$ cat src/include/bcc_map.svh
// Constants of the boost converter control register bank.
// Assumes inclusion by bare name from the design modules.
`ifndef BCC_MAP_SVH
`define BCC_MAP_SVH

// ****************************************
// Register placement
// ****************************************
`define BCC_CTRL_ADDR 8'h97
`define BCC_CTRL_PAGE 8'h00
`define BCC_CTRL_RST 8'h21

// ****************************************
// Field positions
// ****************************************
`define BCC_MINPW_HI 7
`define BCC_MINPW_LO 6
`define BCC_SWSIZE_BIT 5
`define BCC_RSVD_BIT 4
`define BCC_LOCK_BIT 3
`define BCC_VOUT_HI 2
`define BCC_VOUT_LO 0

// ****************************************
// Timing, in ns and derived cycles
// ****************************************
`define BCC_CLK_NS 5
`define BCC_MINPW1_NS 20
`define BCC_MINPW2_NS 40
`define BCC_MINPW3_NS 80
`define BCC_NS2CYC(ns) (((ns) + `BCC_CLK_NS - 1) / `BCC_CLK_NS)

// ****************************************
// Target voltage in millivolts per code
// ****************************************
`define BCC_MV0 12'd1800
`define BCC_MV1 12'd1900
`define BCC_MV2 12'd2000
`define BCC_MV3 12'd2100
`define BCC_MV4 12'd2400
`define BCC_MV5 12'd2700
`define BCC_MV6 12'd3000
`define BCC_MV7 12'd3300

`endif

$ cat src/include/bcc_pkg.sv
// Types of the boost converter control register bank.
// Assumes bcc_map.svh on the include path.
package bcc_pkg;

  // Layout of the control register
  typedef struct packed {
    logic [1:0] minPulseWidthSel;
    logic switchSizeSelect;
    logic reservedBit;
    logic adcLockstep;
    logic [2:0] outputVoltageSelect;
  } bcc_ctrl_s;

  // Special function register access
  typedef struct packed {
    logic [7:0] addr;
    logic [7:0] page;
    logic wr;
    logic rd;
    logic [7:0] wdata;
  } bcc_sfr_s;

  // State of the register bank
  typedef struct packed {
    bcc_ctrl_s ctrl;
    logic [7:0] rdata;
    logic [4:0] minPulseCycles;
    logic switchSmall;
    logic adcLockstep;
    logic adcClkInvert;
    logic adcTrackAllow;
    logic bypassCtrlEnable;
    logic [11:0] targetMv;
  } bcc_state_s;

  // Phase of the pulse timer
  typedef enum logic [0:0] {
    BCC_OFF,
    BCC_ON
  } bcc_phase_e;

  // State of the pulse timer
  typedef struct packed {
    bcc_phase_e phase;
    logic [4:0] cnt;
  } bcc_pulse_s;

endpackage : bcc_pkg

$ cat src/logic/bcc_pulse_timer.sv
// Minimum on-time enforcer for the converter switch drive.
// Assumes reqOn comes from the control loop in the clk domain.
`timescale 1ns/10ps
`default_nettype none
`include "bcc_map.svh"

module bcc_pulse_timer (
  // Clock and reset
  input wire logic clk,
  input wire logic rst_n,
  // Control
  input wire logic [4:0] minCycles,
  input wire logic reqOn,
  // Drive
  output logic drvOn
);

  bcc_pkg::bcc_pulse_s state_r;
  bcc_pkg::bcc_pulse_s state_nxt;

  // Hold the switch on until the minimum count runs out
  always_comb begin
    state_nxt = state_r;
    case (state_r.phase)
      bcc_pkg::BCC_OFF: begin
        if (reqOn) begin
          state_nxt.phase = bcc_pkg::BCC_ON;
          state_nxt.cnt = (minCycles == 5'h00) ? 5'h00 : minCycles - 5'h01;
        end
      end
      bcc_pkg::BCC_ON: begin
        if (state_r.cnt != 5'h00) begin
          state_nxt.cnt = state_r.cnt - 5'h01;
        end else if (!reqOn) begin
          state_nxt.phase = bcc_pkg::BCC_OFF;
        end
      end
      default: begin
        state_nxt.phase = bcc_pkg::BCC_OFF;
      end
    endcase
  end

  // State register
  always_ff @(posedge clk) begin
    if (!rst_n) begin
      state_r <= '{phase: bcc_pkg::BCC_OFF, cnt: 5'h00};
    end else begin
      state_r <= state_nxt;
    end
  end

  assign drvOn = (state_r.phase == bcc_pkg::BCC_ON);
endmodule : bcc_pulse_timer
`default_nettype wire

$ cat src/logic/bcc_regs.sv
// Control register bank of the on-chip step-up converter.
// Assumes single-cycle SFR strobes synchronous to clk.
//
// Notes on behaviour
// - Passive diode enable set turns off bypass switch control circuits.
// - Bits 7:6 pick minimum pulse: none, 20, 40 or 80 ns.
// - Bit 5 low picks large switches, high picks small switches.
// - Bit 3 locks ADC tracking and clock to the switching cycle.
// - Bits 2:0 pick target 1.8 to 3.3 V per fixed table.
// - Register at address 0x97, page 0x0; reset gives small switches, 1.9 V.
// - ADC clock inversion acts only while lockstep is on.
`timescale 1ns/10ps
`default_nettype none
`include "bcc_map.svh"

module bcc_regs #(
  parameter int CLK_NS = `BCC_CLK_NS
) (
  // Clock and reset
  input wire logic clk,
  input wire logic rst_n,
  // SFR bus
  input wire bcc_pkg::bcc_sfr_s sfr,
  output logic [7:0] sfrRdata,
  // Neighbouring register bits
  input wire logic passiveDiodeEnable,
  input wire logic adcClockInvert,
  // Switching loop
  input wire logic switchReq,
  output logic switchDrive,
  // Converter controls
  output logic [4:0] minPulseCycles,
  output logic switchSmall,
  output logic adcLockstep,
  output logic adcClkInvert,
  output logic adcTrackAllow,
  output logic bypassCtrlEnable,
  output logic [11:0] targetMv
);

  // ****************************************
  // Elaboration check
  // ****************************************
  if (CLK_NS != `BCC_CLK_NS) begin : g_bad_clk
    $error("bcc_regs: timing table is built for a 5 ns clock");
  end

  localparam logic [4:0] MinPw1Cyc = 5'(`BCC_NS2CYC(`BCC_MINPW1_NS));
  localparam logic [4:0] MinPw2Cyc = 5'(`BCC_NS2CYC(`BCC_MINPW2_NS));
  localparam logic [4:0] MinPw3Cyc = 5'(`BCC_NS2CYC(`BCC_MINPW3_NS));

  bcc_pkg::bcc_state_s state_r;
  bcc_pkg::bcc_state_s state_nxt;
  logic ctrlHit;
  logic drvOn;

  // Address and page decode
  assign ctrlHit = (sfr.addr == `BCC_CTRL_ADDR) && (sfr.page == `BCC_CTRL_PAGE);

  // ****************************************
  // Next state
  // ****************************************
  always_comb begin
    state_nxt = state_r;
    // Register write, reserved bit stored as written
    if (sfr.wr && ctrlHit) begin
      state_nxt.ctrl = bcc_pkg::bcc_ctrl_s'(sfr.wdata);
    end
    // Read data, zero for any other address
    state_nxt.rdata = (sfr.rd && ctrlHit) ? 8'(state_r.ctrl) : 8'h00;
    // Minimum pulse width in cycles
    case (state_nxt.ctrl.minPulseWidthSel)
      2'h0: state_nxt.minPulseCycles = 5'h00;
      2'h1: state_nxt.minPulseCycles = MinPw1Cyc;
      2'h2: state_nxt.minPulseCycles = MinPw2Cyc;
      2'h3: state_nxt.minPulseCycles = MinPw3Cyc;
      default: state_nxt.minPulseCycles = 5'h00;
    endcase
    state_nxt.switchSmall = state_nxt.ctrl.switchSizeSelect;
    state_nxt.adcLockstep = state_nxt.ctrl.adcLockstep;
    // Inversion applies only in lockstep; a zero bit means inverted
    state_nxt.adcClkInvert = state_nxt.ctrl.adcLockstep && !adcClockInvert;
    // Track only in the quiet part of the cycle when locked
    state_nxt.adcTrackAllow = !state_nxt.ctrl.adcLockstep || !drvOn;
    state_nxt.bypassCtrlEnable = !passiveDiodeEnable;
    // Target voltage table
    case (state_nxt.ctrl.outputVoltageSelect)
      3'h0: state_nxt.targetMv = `BCC_MV0;
      3'h1: state_nxt.targetMv = `BCC_MV1;
      3'h2: state_nxt.targetMv = `BCC_MV2;
      3'h3: state_nxt.targetMv = `BCC_MV3;
      3'h4: state_nxt.targetMv = `BCC_MV4;
      3'h5: state_nxt.targetMv = `BCC_MV5;
      3'h6: state_nxt.targetMv = `BCC_MV6;
      3'h7: state_nxt.targetMv = `BCC_MV7;
      default: state_nxt.targetMv = `BCC_MV1;
    endcase
  end

  // ****************************************
  // State register
  // ****************************************
  always_ff @(posedge clk) begin
    if (!rst_n) begin
      state_r.ctrl <= bcc_pkg::bcc_ctrl_s'(`BCC_CTRL_RST);
      state_r.rdata <= 8'h00;
      state_r.minPulseCycles <= 5'h00;
      state_r.switchSmall <= 1'b1;
      state_r.adcLockstep <= 1'b0;
      state_r.adcClkInvert <= 1'b0;
      state_r.adcTrackAllow <= 1'b1;
      state_r.bypassCtrlEnable <= 1'b1;
      state_r.targetMv <= `BCC_MV1;
    end else begin
      state_r <= state_nxt;
    end
  end

  // Minimum on-time of the switch drive
  bcc_pulse_timer u_pulse (
    .clk(clk),
    .rst_n(rst_n),
    .minCycles(state_r.minPulseCycles),
    .reqOn(switchReq),
    .drvOn(drvOn)
  );

  // Outputs straight from flops
  assign sfrRdata = state_r.rdata;
  assign switchDrive = drvOn;
  assign minPulseCycles = state_r.minPulseCycles;
  assign switchSmall = state_r.switchSmall;
  assign adcLockstep = state_r.adcLockstep;
  assign adcClkInvert = state_r.adcClkInvert;
  assign adcTrackAllow = state_r.adcTrackAllow;
  assign bypassCtrlEnable = state_r.bypassCtrlEnable;
  assign targetMv = state_r.targetMv;
endmodule : bcc_regs
`default_nettype wire

$ cat config.mk
export PLATFORM = sky130hd
export DESIGN_NAME = bcc_regs
export DESIGN_NICKNAME = d
export VERILOG_FILES = /design/src/include/bcc_pkg.sv /design/src/logic/bcc_pulse_timer.sv /design/src/logic/bcc_regs.sv
export VERILOG_INCLUDE_DIRS = /design/src /design/src/include
export SDC_FILE = /design/constraint.sdc
export NUM_CORES = 1
export LEC_CHECK = 0
export ABC_AREA = 1
export BUFFER_PORTS_ARGS = -buffer_cell sky130_fd_sc_hd__buf_2
export CELL_PAD_IN_SITES_DETAIL_PLACEMENT = 0
export CELL_PAD_IN_SITES_GLOBAL_PLACEMENT = 1
export CORE_UTILIZATION = 34
export DETAILED_ROUTE_END_ITERATION = 10
export GPL_ROUTABILITY_DRIVEN = 1
export PLACE_DENSITY_LB_ADDON = 0.25
export SLEW_MARGIN = 10
export SYNTH_ARGS = -nofsm -noshare
export SYNTH_HDL_FRONTEND = slang
export SYNTH_SLANG_ARGS = --single-unit
$ cat constraint.sdc
create_clock -name clk -period 2.1 [get_ports clk]
set_clock_uncertainty 0.1 [all_clocks]
set_input_delay 0.315 -clock clk [delete_from_list [all_inputs] [get_ports clk]]
set_output_delay 0.315 -clock clk [all_outputs]
set_load 0.1 [all_outputs]
==> results of run 1 <==
[layout make-up]
class	count	area share, %
flip-flops and latches	37	36.9
multi-input cells	120	31.6
repair buffers	57	14.2
inverters	39	7.54
well taps	67	4.18
clock buffers	6	3.62
clock inverters	2	1.93
[worst max path at each step]
| stage | end | slack, ns | depth (start not counted) |
|---|---|---|---|
| detailed placement | targetMv[6] | 0.19 | 11 |
| floorplan | u_pulse.state_r[1] | 0.03 | 5 |
| finish | switchDrive | 0.41 | 1 |
| CTS | switchDrive | 0.39 | 1 |
| global placement | targetMv[6] | 0.22 | 11 |
| global route | u_pulse.state_r[1] | 0.25 | 8 |
[cells in the final DEF, fill, tap and decap left out]
| master | n |
|---|---|
| a211oi_1 | 1 |
| a21oi_1 | 7 |
| a22oi_1 | 1 |
| buf_2 | 57 |
| bufinv_16 | 1 |
| clkbuf_1 | 1 |
| clkbuf_8 | 5 |
| clkinv_4 | 2 |
| conb_1 | 4 |
| dfxtp_1 | 37 |
| ha_1 | 8 |
| inv_1 | 36 |
| inv_2 | 2 |
| nand2_1 | 32 |
| nand2_2 | 2 |
| nand3_1 | 5 |
| nand3_2 | 1 |
| nand3_4 | 1 |
| nand4_1 | 4 |
| nor2_1 | 30 |
| nor2_4 | 2 |
| o211ai_1 | 1 |
| o21ai_0 | 13 |
| o21ai_1 | 5 |
| o21ai_2 | 2 |
| xnor2_1 | 1 |
[synthesized netlist by cell type (all sizes together), types with 4 or more instances]
| library cell | count |
|---|---|
| nand2 | 34 |
| dfxtp | 37 |
| inv | 38 |
| nand4 | 4 |
| a21oi | 7 |
| buf | 27 |
| ha | 8 |
| nor2 | 32 |
| nand3 | 7 |
| o21ai | 20 |
[state kept, by name, summed over array words and instances, names as in the netlist]
register	flops
targetMv	10
sfrRdata	8
state_r	5
u_pulse.state_r	5
minPulseCycles	3
adcClkInvert	1
adcLockstep	1
adcTrackAllow	1
bypassCtrlEnable	1
switchSmall	1
u_pulse.drvOn	1
[metal layers]
metal / routed length, um / track usage (%) / vias to the layer above
li1: - / - / 728
met3: 168 / 4.56 / 5
met1: 1530 / 16.0 / 567
met2: 1380 / 21.2 / 33
met4: 60 / 6.75 / 0
met5: 0 / 0 / -
[power breakdown]
part / internal (W) / total [W] / switching (W)
registers: 0.000718 / 0.000730 / 0.0000124
logic: 0.0000577 / 0.000179 / 0.000122
clock network: 0.000356 / 0.000606 / 0.000250
[stage by stage]
step / area [um^2] / cells / setup WS [ns]
finish: 2010 / 328 / 0.409
global route: 2010 / 328 / 0.248
CTS: 2010 / 328 / 0.387
detailed placement: 1900 / 320 / 0.192
global placement: 1900 / 320 / 0.225
floorplan: 1720 / 223 / 0.0266
[cell families after synthesis]
logic type	count (synthesis)	share of synthesized area, %
and+or+nand+nor	77	20.2
buffers and inverters	66	20.3
DFF	37	43.3
AOI/OAI and AO/OA	30	9.65
adders and majority gates	8	5.85
xor gates and xnor gates	1	0.512
other	1	0.219
==> metrics, run 1 <==
outcome=finished clean; postcts setup bufs=0; number of I/O pins=62; layout cells sized above 1=28.7%; worst path bufs/invs=1; hpwl dp=2400 um; DR iter-0 viols=47; flops & latches, synth=37; EDFF count, synth=0; drt pass-1 iters=4; critical path class=reg2out; # DRC=0; PD cells=755 mW/mm^2; clock buffer depth=2; maximum vdd ir drop=0.493 mV; ANT cells=0; Final Hold Fails=0; GPL Wtd Cong=0.740; highest-delay cell along the critical path=dfxtp_1; Detail Route Antenna Nets=0; die height=73.0 um; Avg WL per Cell=9.56 um; Hold Path End=adcClkInvert; chip width=73.0 um; Critical Path Start Type=flip-flop; sequence of cells on the critical path=buf_2; IO buf count=57; DIE AREA=0.00532 mm^2; synthesized cell area=0.00171 mm^2; Power, Total=0.00152 W; global-route wire length before repair=5330 um; R2R Path End=u_pulse.state_r[1]; Filler cells=521; final core utilization=41.9%; CTS resizes=0; Slew @ Worst Pin=0.515 ns; leading area contributor after synthesis=dfxtp_1; FF+latch area=741 um^2; core area=0.00479 mm^2; Req. time, crit path=1.68 ns; number of CTS-inserted buffers=5; crit path from=u_pulse.drvOn; dominant synthesized flop cell=dfxtp_1; starting density of the core=35.8%; Post-Syn Instances=220; initial antenna violation count=0; worst-path maximum fanout=9; Clock Sinks=37; max-slew violation count=0; max cap viols=0; total number of vias=1333; Crit path max-delay family=flip-flops; setup violators final=0; Syn Area/Cell=7.78 um^2; final wirelength=3140 um; largest net degree at the start of global routing=19; GRT Total Usage=13.3%; Vias per Instance=4.06; Nets=299; worst skew pair latency=0.28 ns; HP Start=adcClockInvert; Root Buffer=clkbuf_8; register area share after synthesis=43.3%; Multi-input gate area=634 um^2; Setup TNS=0 ns; vias in the first global route=1277; leakage dissipation=1.06 nW; ranking of synthesized cells by area=dfxtp_1 (43%), buf_4 (11%), inv_1 (7.9%); top cell type's share of synthesized area=43.3%; CP arrival=1.28 ns; reg2reg start=u_pulse.state_r[0]; final period utilization=80.5%; Max-slew headroom=65.9%; H-tree lvl count=2; Max Freq=591 MHz; Hold Worst Slack=0.0770 ns; grt ovf=0; Final min period=1.69 ns; CP peak stage delay=0.50 ns; clk slew on worst S/H paths=0.07 ns; RSZ-0062 raised after global routing=false; hold crit path type=in2reg; Area Growth Syn to Fin=17.3%; FP Rows=25; CTS tree=built; post-synth cell types=25; FF-to-FF path depth=8; FFs w/ async S/R, synth=0%; Hold Crit Depth=2; Critical Path End Type=output port; Post-CTS Hold Fix Bufs=0; R2R Setup Slk=0.46 ns; yosys warns=0
Power figures use the tool's default switching activity.
==> inputs of run 2 (changes only) <==
- ABC_AREA: 1 -> 0
- CORE_UTILIZATION: 34 -> 33
- clock period: 2.1 -> 1.4 ns (I/O delays scaled with it)
==> metrics, run 2 <==
die height=76.5 um (+4.9%); flops & latches, synth=37 (unchanged); yosys warns=0 (unchanged); CP arrival=1.87 ns (+0.59 ns); most common cell after layout, fill and taps aside=buf_2; Req. time, crit path=1.49 ns (-0.19 ns); EDFF count, synth=0 (unchanged); crit path from=sfr[10]; final wirelength=4160 um (+33%); XOR/XNOR share of the synthesized area=0.956% (+0.44 points); Filler cells=494 (-5.2%); number of I/O pins=62 (unchanged); CTS tree=built; Clock Sinks=37 (unchanged); initial antenna violation count=0 (unchanged); register area share after synthesis=40.4% (-2.9 points); Detail Route Antenna Nets=0 (unchanged); largest family of logic cells by synthesized area=simple AND/OR/NAND/NOR gates; final period utilization=127%; leading area contributor after synthesis=dfxtp_1; global-route wire length before repair=6930 um (+30%); IO buf count=57 (unchanged); post-synth cell types=42 (+68%); vias in the first global route=1489 (+17%); GPL Wtd Cong=0.802 (+8.4%); pre-CTS setup slack=-0.704 ns (-0.896 ns); DR iter-0 viols=42 (-11%); PD cells=878 mW/mm^2 (+16%); Critical Path End Type=flip-flop; FF+latch area=747 um^2 (+0.84%); Nets=316 (+5.7%); max-slew violation count=0 (unchanged); Hold Crit Depth=3 (+1); R2R Setup Slk=0 ns (-0.46 ns); Post-Syn Instances=202 (-8.2%); Largest Register=targetMv; ranking of synthesized cells by area=dfxtp_1 (40%), buf_4 (11%), ha_1 (5.5%); Syn Area/Cell=9.07 um^2 (+17%); Synth Area in Simple Gates=24.1% (+3.9 points); Area Growth Syn to Fin=51.8%; Final min period=1.78 ns; most frequent cells in the layout=buf_2 (43), dfxtp_1 (34), buf_4 (29); worst-path maximum fanout=3 (-6); FF-to-FF path depth=6 (-2); DIE AREA=0.00586 mm^2 (+10%); maximum vdd ir drop=0.537 mV (+8.9%); leakage dissipation=1.24 nW (+16%); critical path class=in2reg; starting density of the core=35.0% (-0.77 points); GRT Total Usage=15.1% (+1.8 points); hold crit path type=in2reg; max cap viols=0 (unchanged); RSZ-0062 raised after global routing=true; ANT cells=0 (unchanged); Post-synth top cells=dfxtp_1 (37), buf_4 (26), nand2_1 (19), inv_1 (13), nor2_1 (13); R2R Path End=targetMv[4]; Post-Synth Adder-Cell Area=5.46% (-0.39 points); H-tree lvl count=2 (unchanged); FFs w/ async S/R, synth=0% (unchanged); reg2reg start=targetMv[2]; layout cells sized above 1=48.9% (+20 points); clk slew on worst S/H paths=0.08 ns (about the same); # placed instances=327 (+2.2%); Final Hold Fails=0 (unchanged); Synth Area in Compound Gates=11.9% (+2.3 points); Avg WL per Cell=11.9 um (+25%); setup violators final=12 (+12); Root Buffer=clkbuf_8; Multi-input gate area=0.00102 mm^2 (+61%); number of CTS-inserted buffers=5 (unchanged); Worst Setup Slack, final=-0.383 ns (-0.791 ns); most frequent cell after synthesis=dfxtp_1; clock buffer depth=2 (unchanged); total number of vias=1550 (+16%); drt pass-1 iters=4 (unchanged); post-synthesis mux area share=2.73% (+2.7 points); fin cells=348 (+6.1%); largest net degree at the start of global routing=15 (-4); hpwl dp=2910 um (+21%); worst skew pair latency=0.29 ns (about the same); Worst setup endpoint=targetMv[5]; failing checks=setup timing; # DRC=0 (unchanged); core area=0.00524 mm^2 (+9.4%); chip width=76.5 um (+4.9%); Setup TNS=-2.97 ns (-2.97 ns); Power, Total=0.00244 W (+61%); number of flip-flops under the largest register name=10 (unchanged); grt ovf=0 (unchanged); outcome=finished, violations left; Critical Path Start Type=input pin; Vias per Instance=4.45 (+9.6%); synthesized cell area=0.00183 mm^2 (+7.1%); FP Rows=26 (+4.0%); Max Freq=561 MHz; top cell type's share of synthesized area=40.4% (-2.9 points); dominant synthesized flop cell=dfxtp_1
==> run 2: cell types whose count changed after synthesis, moves of 6 or more <==
cell / delta
inv_1: -23
nor2_1: -17
nand2_1: -13
and2_1: +8
o21ai_0: -8
nand3b_1: +6
==> run 2: repair_timing <==
action | CTS | global route
resized for setup | 14 | 26
pin swaps | 9 | 9
endpoints found under the hold margin | 2 | 0
setup endpoints to repair | 10 | 26
setup buffers | 5 | 9
hold buffers | 2 | 0
==> run 2: worst min-delay path by stage <==
stage | end | slack (ns) | startpoint
final | switchSmall | 0.04 | sfr[5]
after global routing | switchSmall | 0.04 | sfr[5]
after CTS | switchSmall | 0.03 | sfr[5]
after detailed placement | bypassCtrlEnable | 0.27 | passiveDiodeEnable
after global placement | bypassCtrlEnable | 0.27 | passiveDiodeEnable
after floorplan | bypassCtrlEnable | 0.17 | passiveDiodeEnable
==> run 2: layout make-up <==
| cell class | count | share of cell area [%] |
|---|---|---|
| Multi-Input combinational cell | 125 | 36.6 |
| Timing Repair Buffer | 95 | 27.3 |
| Sequential cell | 37 | 26.8 |
| Tap cell | 70 | 3.15 |
| Clock buffer | 6 | 2.97 |
| Inverter | 13 | 1.75 |
| Clock inverter | 2 | 1.30 |
==> run 2: metrics by stage <==
stage / hold WS, ns / utilization [%] / instance area (um^2)
5_1_grt: 0.0408 / 53.1 / 2780
4_1_cts: 0.0293 / 49.9 / 2610
3_5_place_dp: 0.274 / 45.5 / 2380
3_3_place_gp: 0.273 / 45.5 / 2380
6_report: 0.0378 / 53.1 / 2780
2_1_floorplan: 0.172 / - / 1910
==> run 2: cell families after synthesis <==
family,Yosys count
DFF,37
muxes,5
adders and majority gates,8
xor gates and xnor gates,2
and+or+nand+nor,75
AOI/OAI and AO/OA,31
buffers and inverters,43
other,1
==> run 2: power breakdown <==
group	leakage [nW]	switching, W	total [W]	internal (W)
clock	0.0617	0.000404	0.000985	0.000581
sequential	0.301	0.0000116	0.00108	0.00107
combinational	0.873	0.000215	0.000375	0.000159
==> run 2: per-layer routing <==
metal	wire length [um]	share of wire (%)	up-vias	track usage [%]
met5	0	0	-	0
met4	57	1.4	0	6.35
met3	210	5.1	5	4.91
met2	2010	48	37	24.9
met1	1880	45	706	18.0
li1	-	-	802	-
==> run 2: critical path, cell delays in order <==
cell	delay [ns]
buf_6	0.09
nor4_4	0.31
nand4_1	0.17
nor2_1	0.13
buf_4	0.13
mux2i_4	0.23
inv_2	0.10
ha_4	0.17
o221ai_2	0.14
o21ai_1	0.09
o311ai_1	0.10
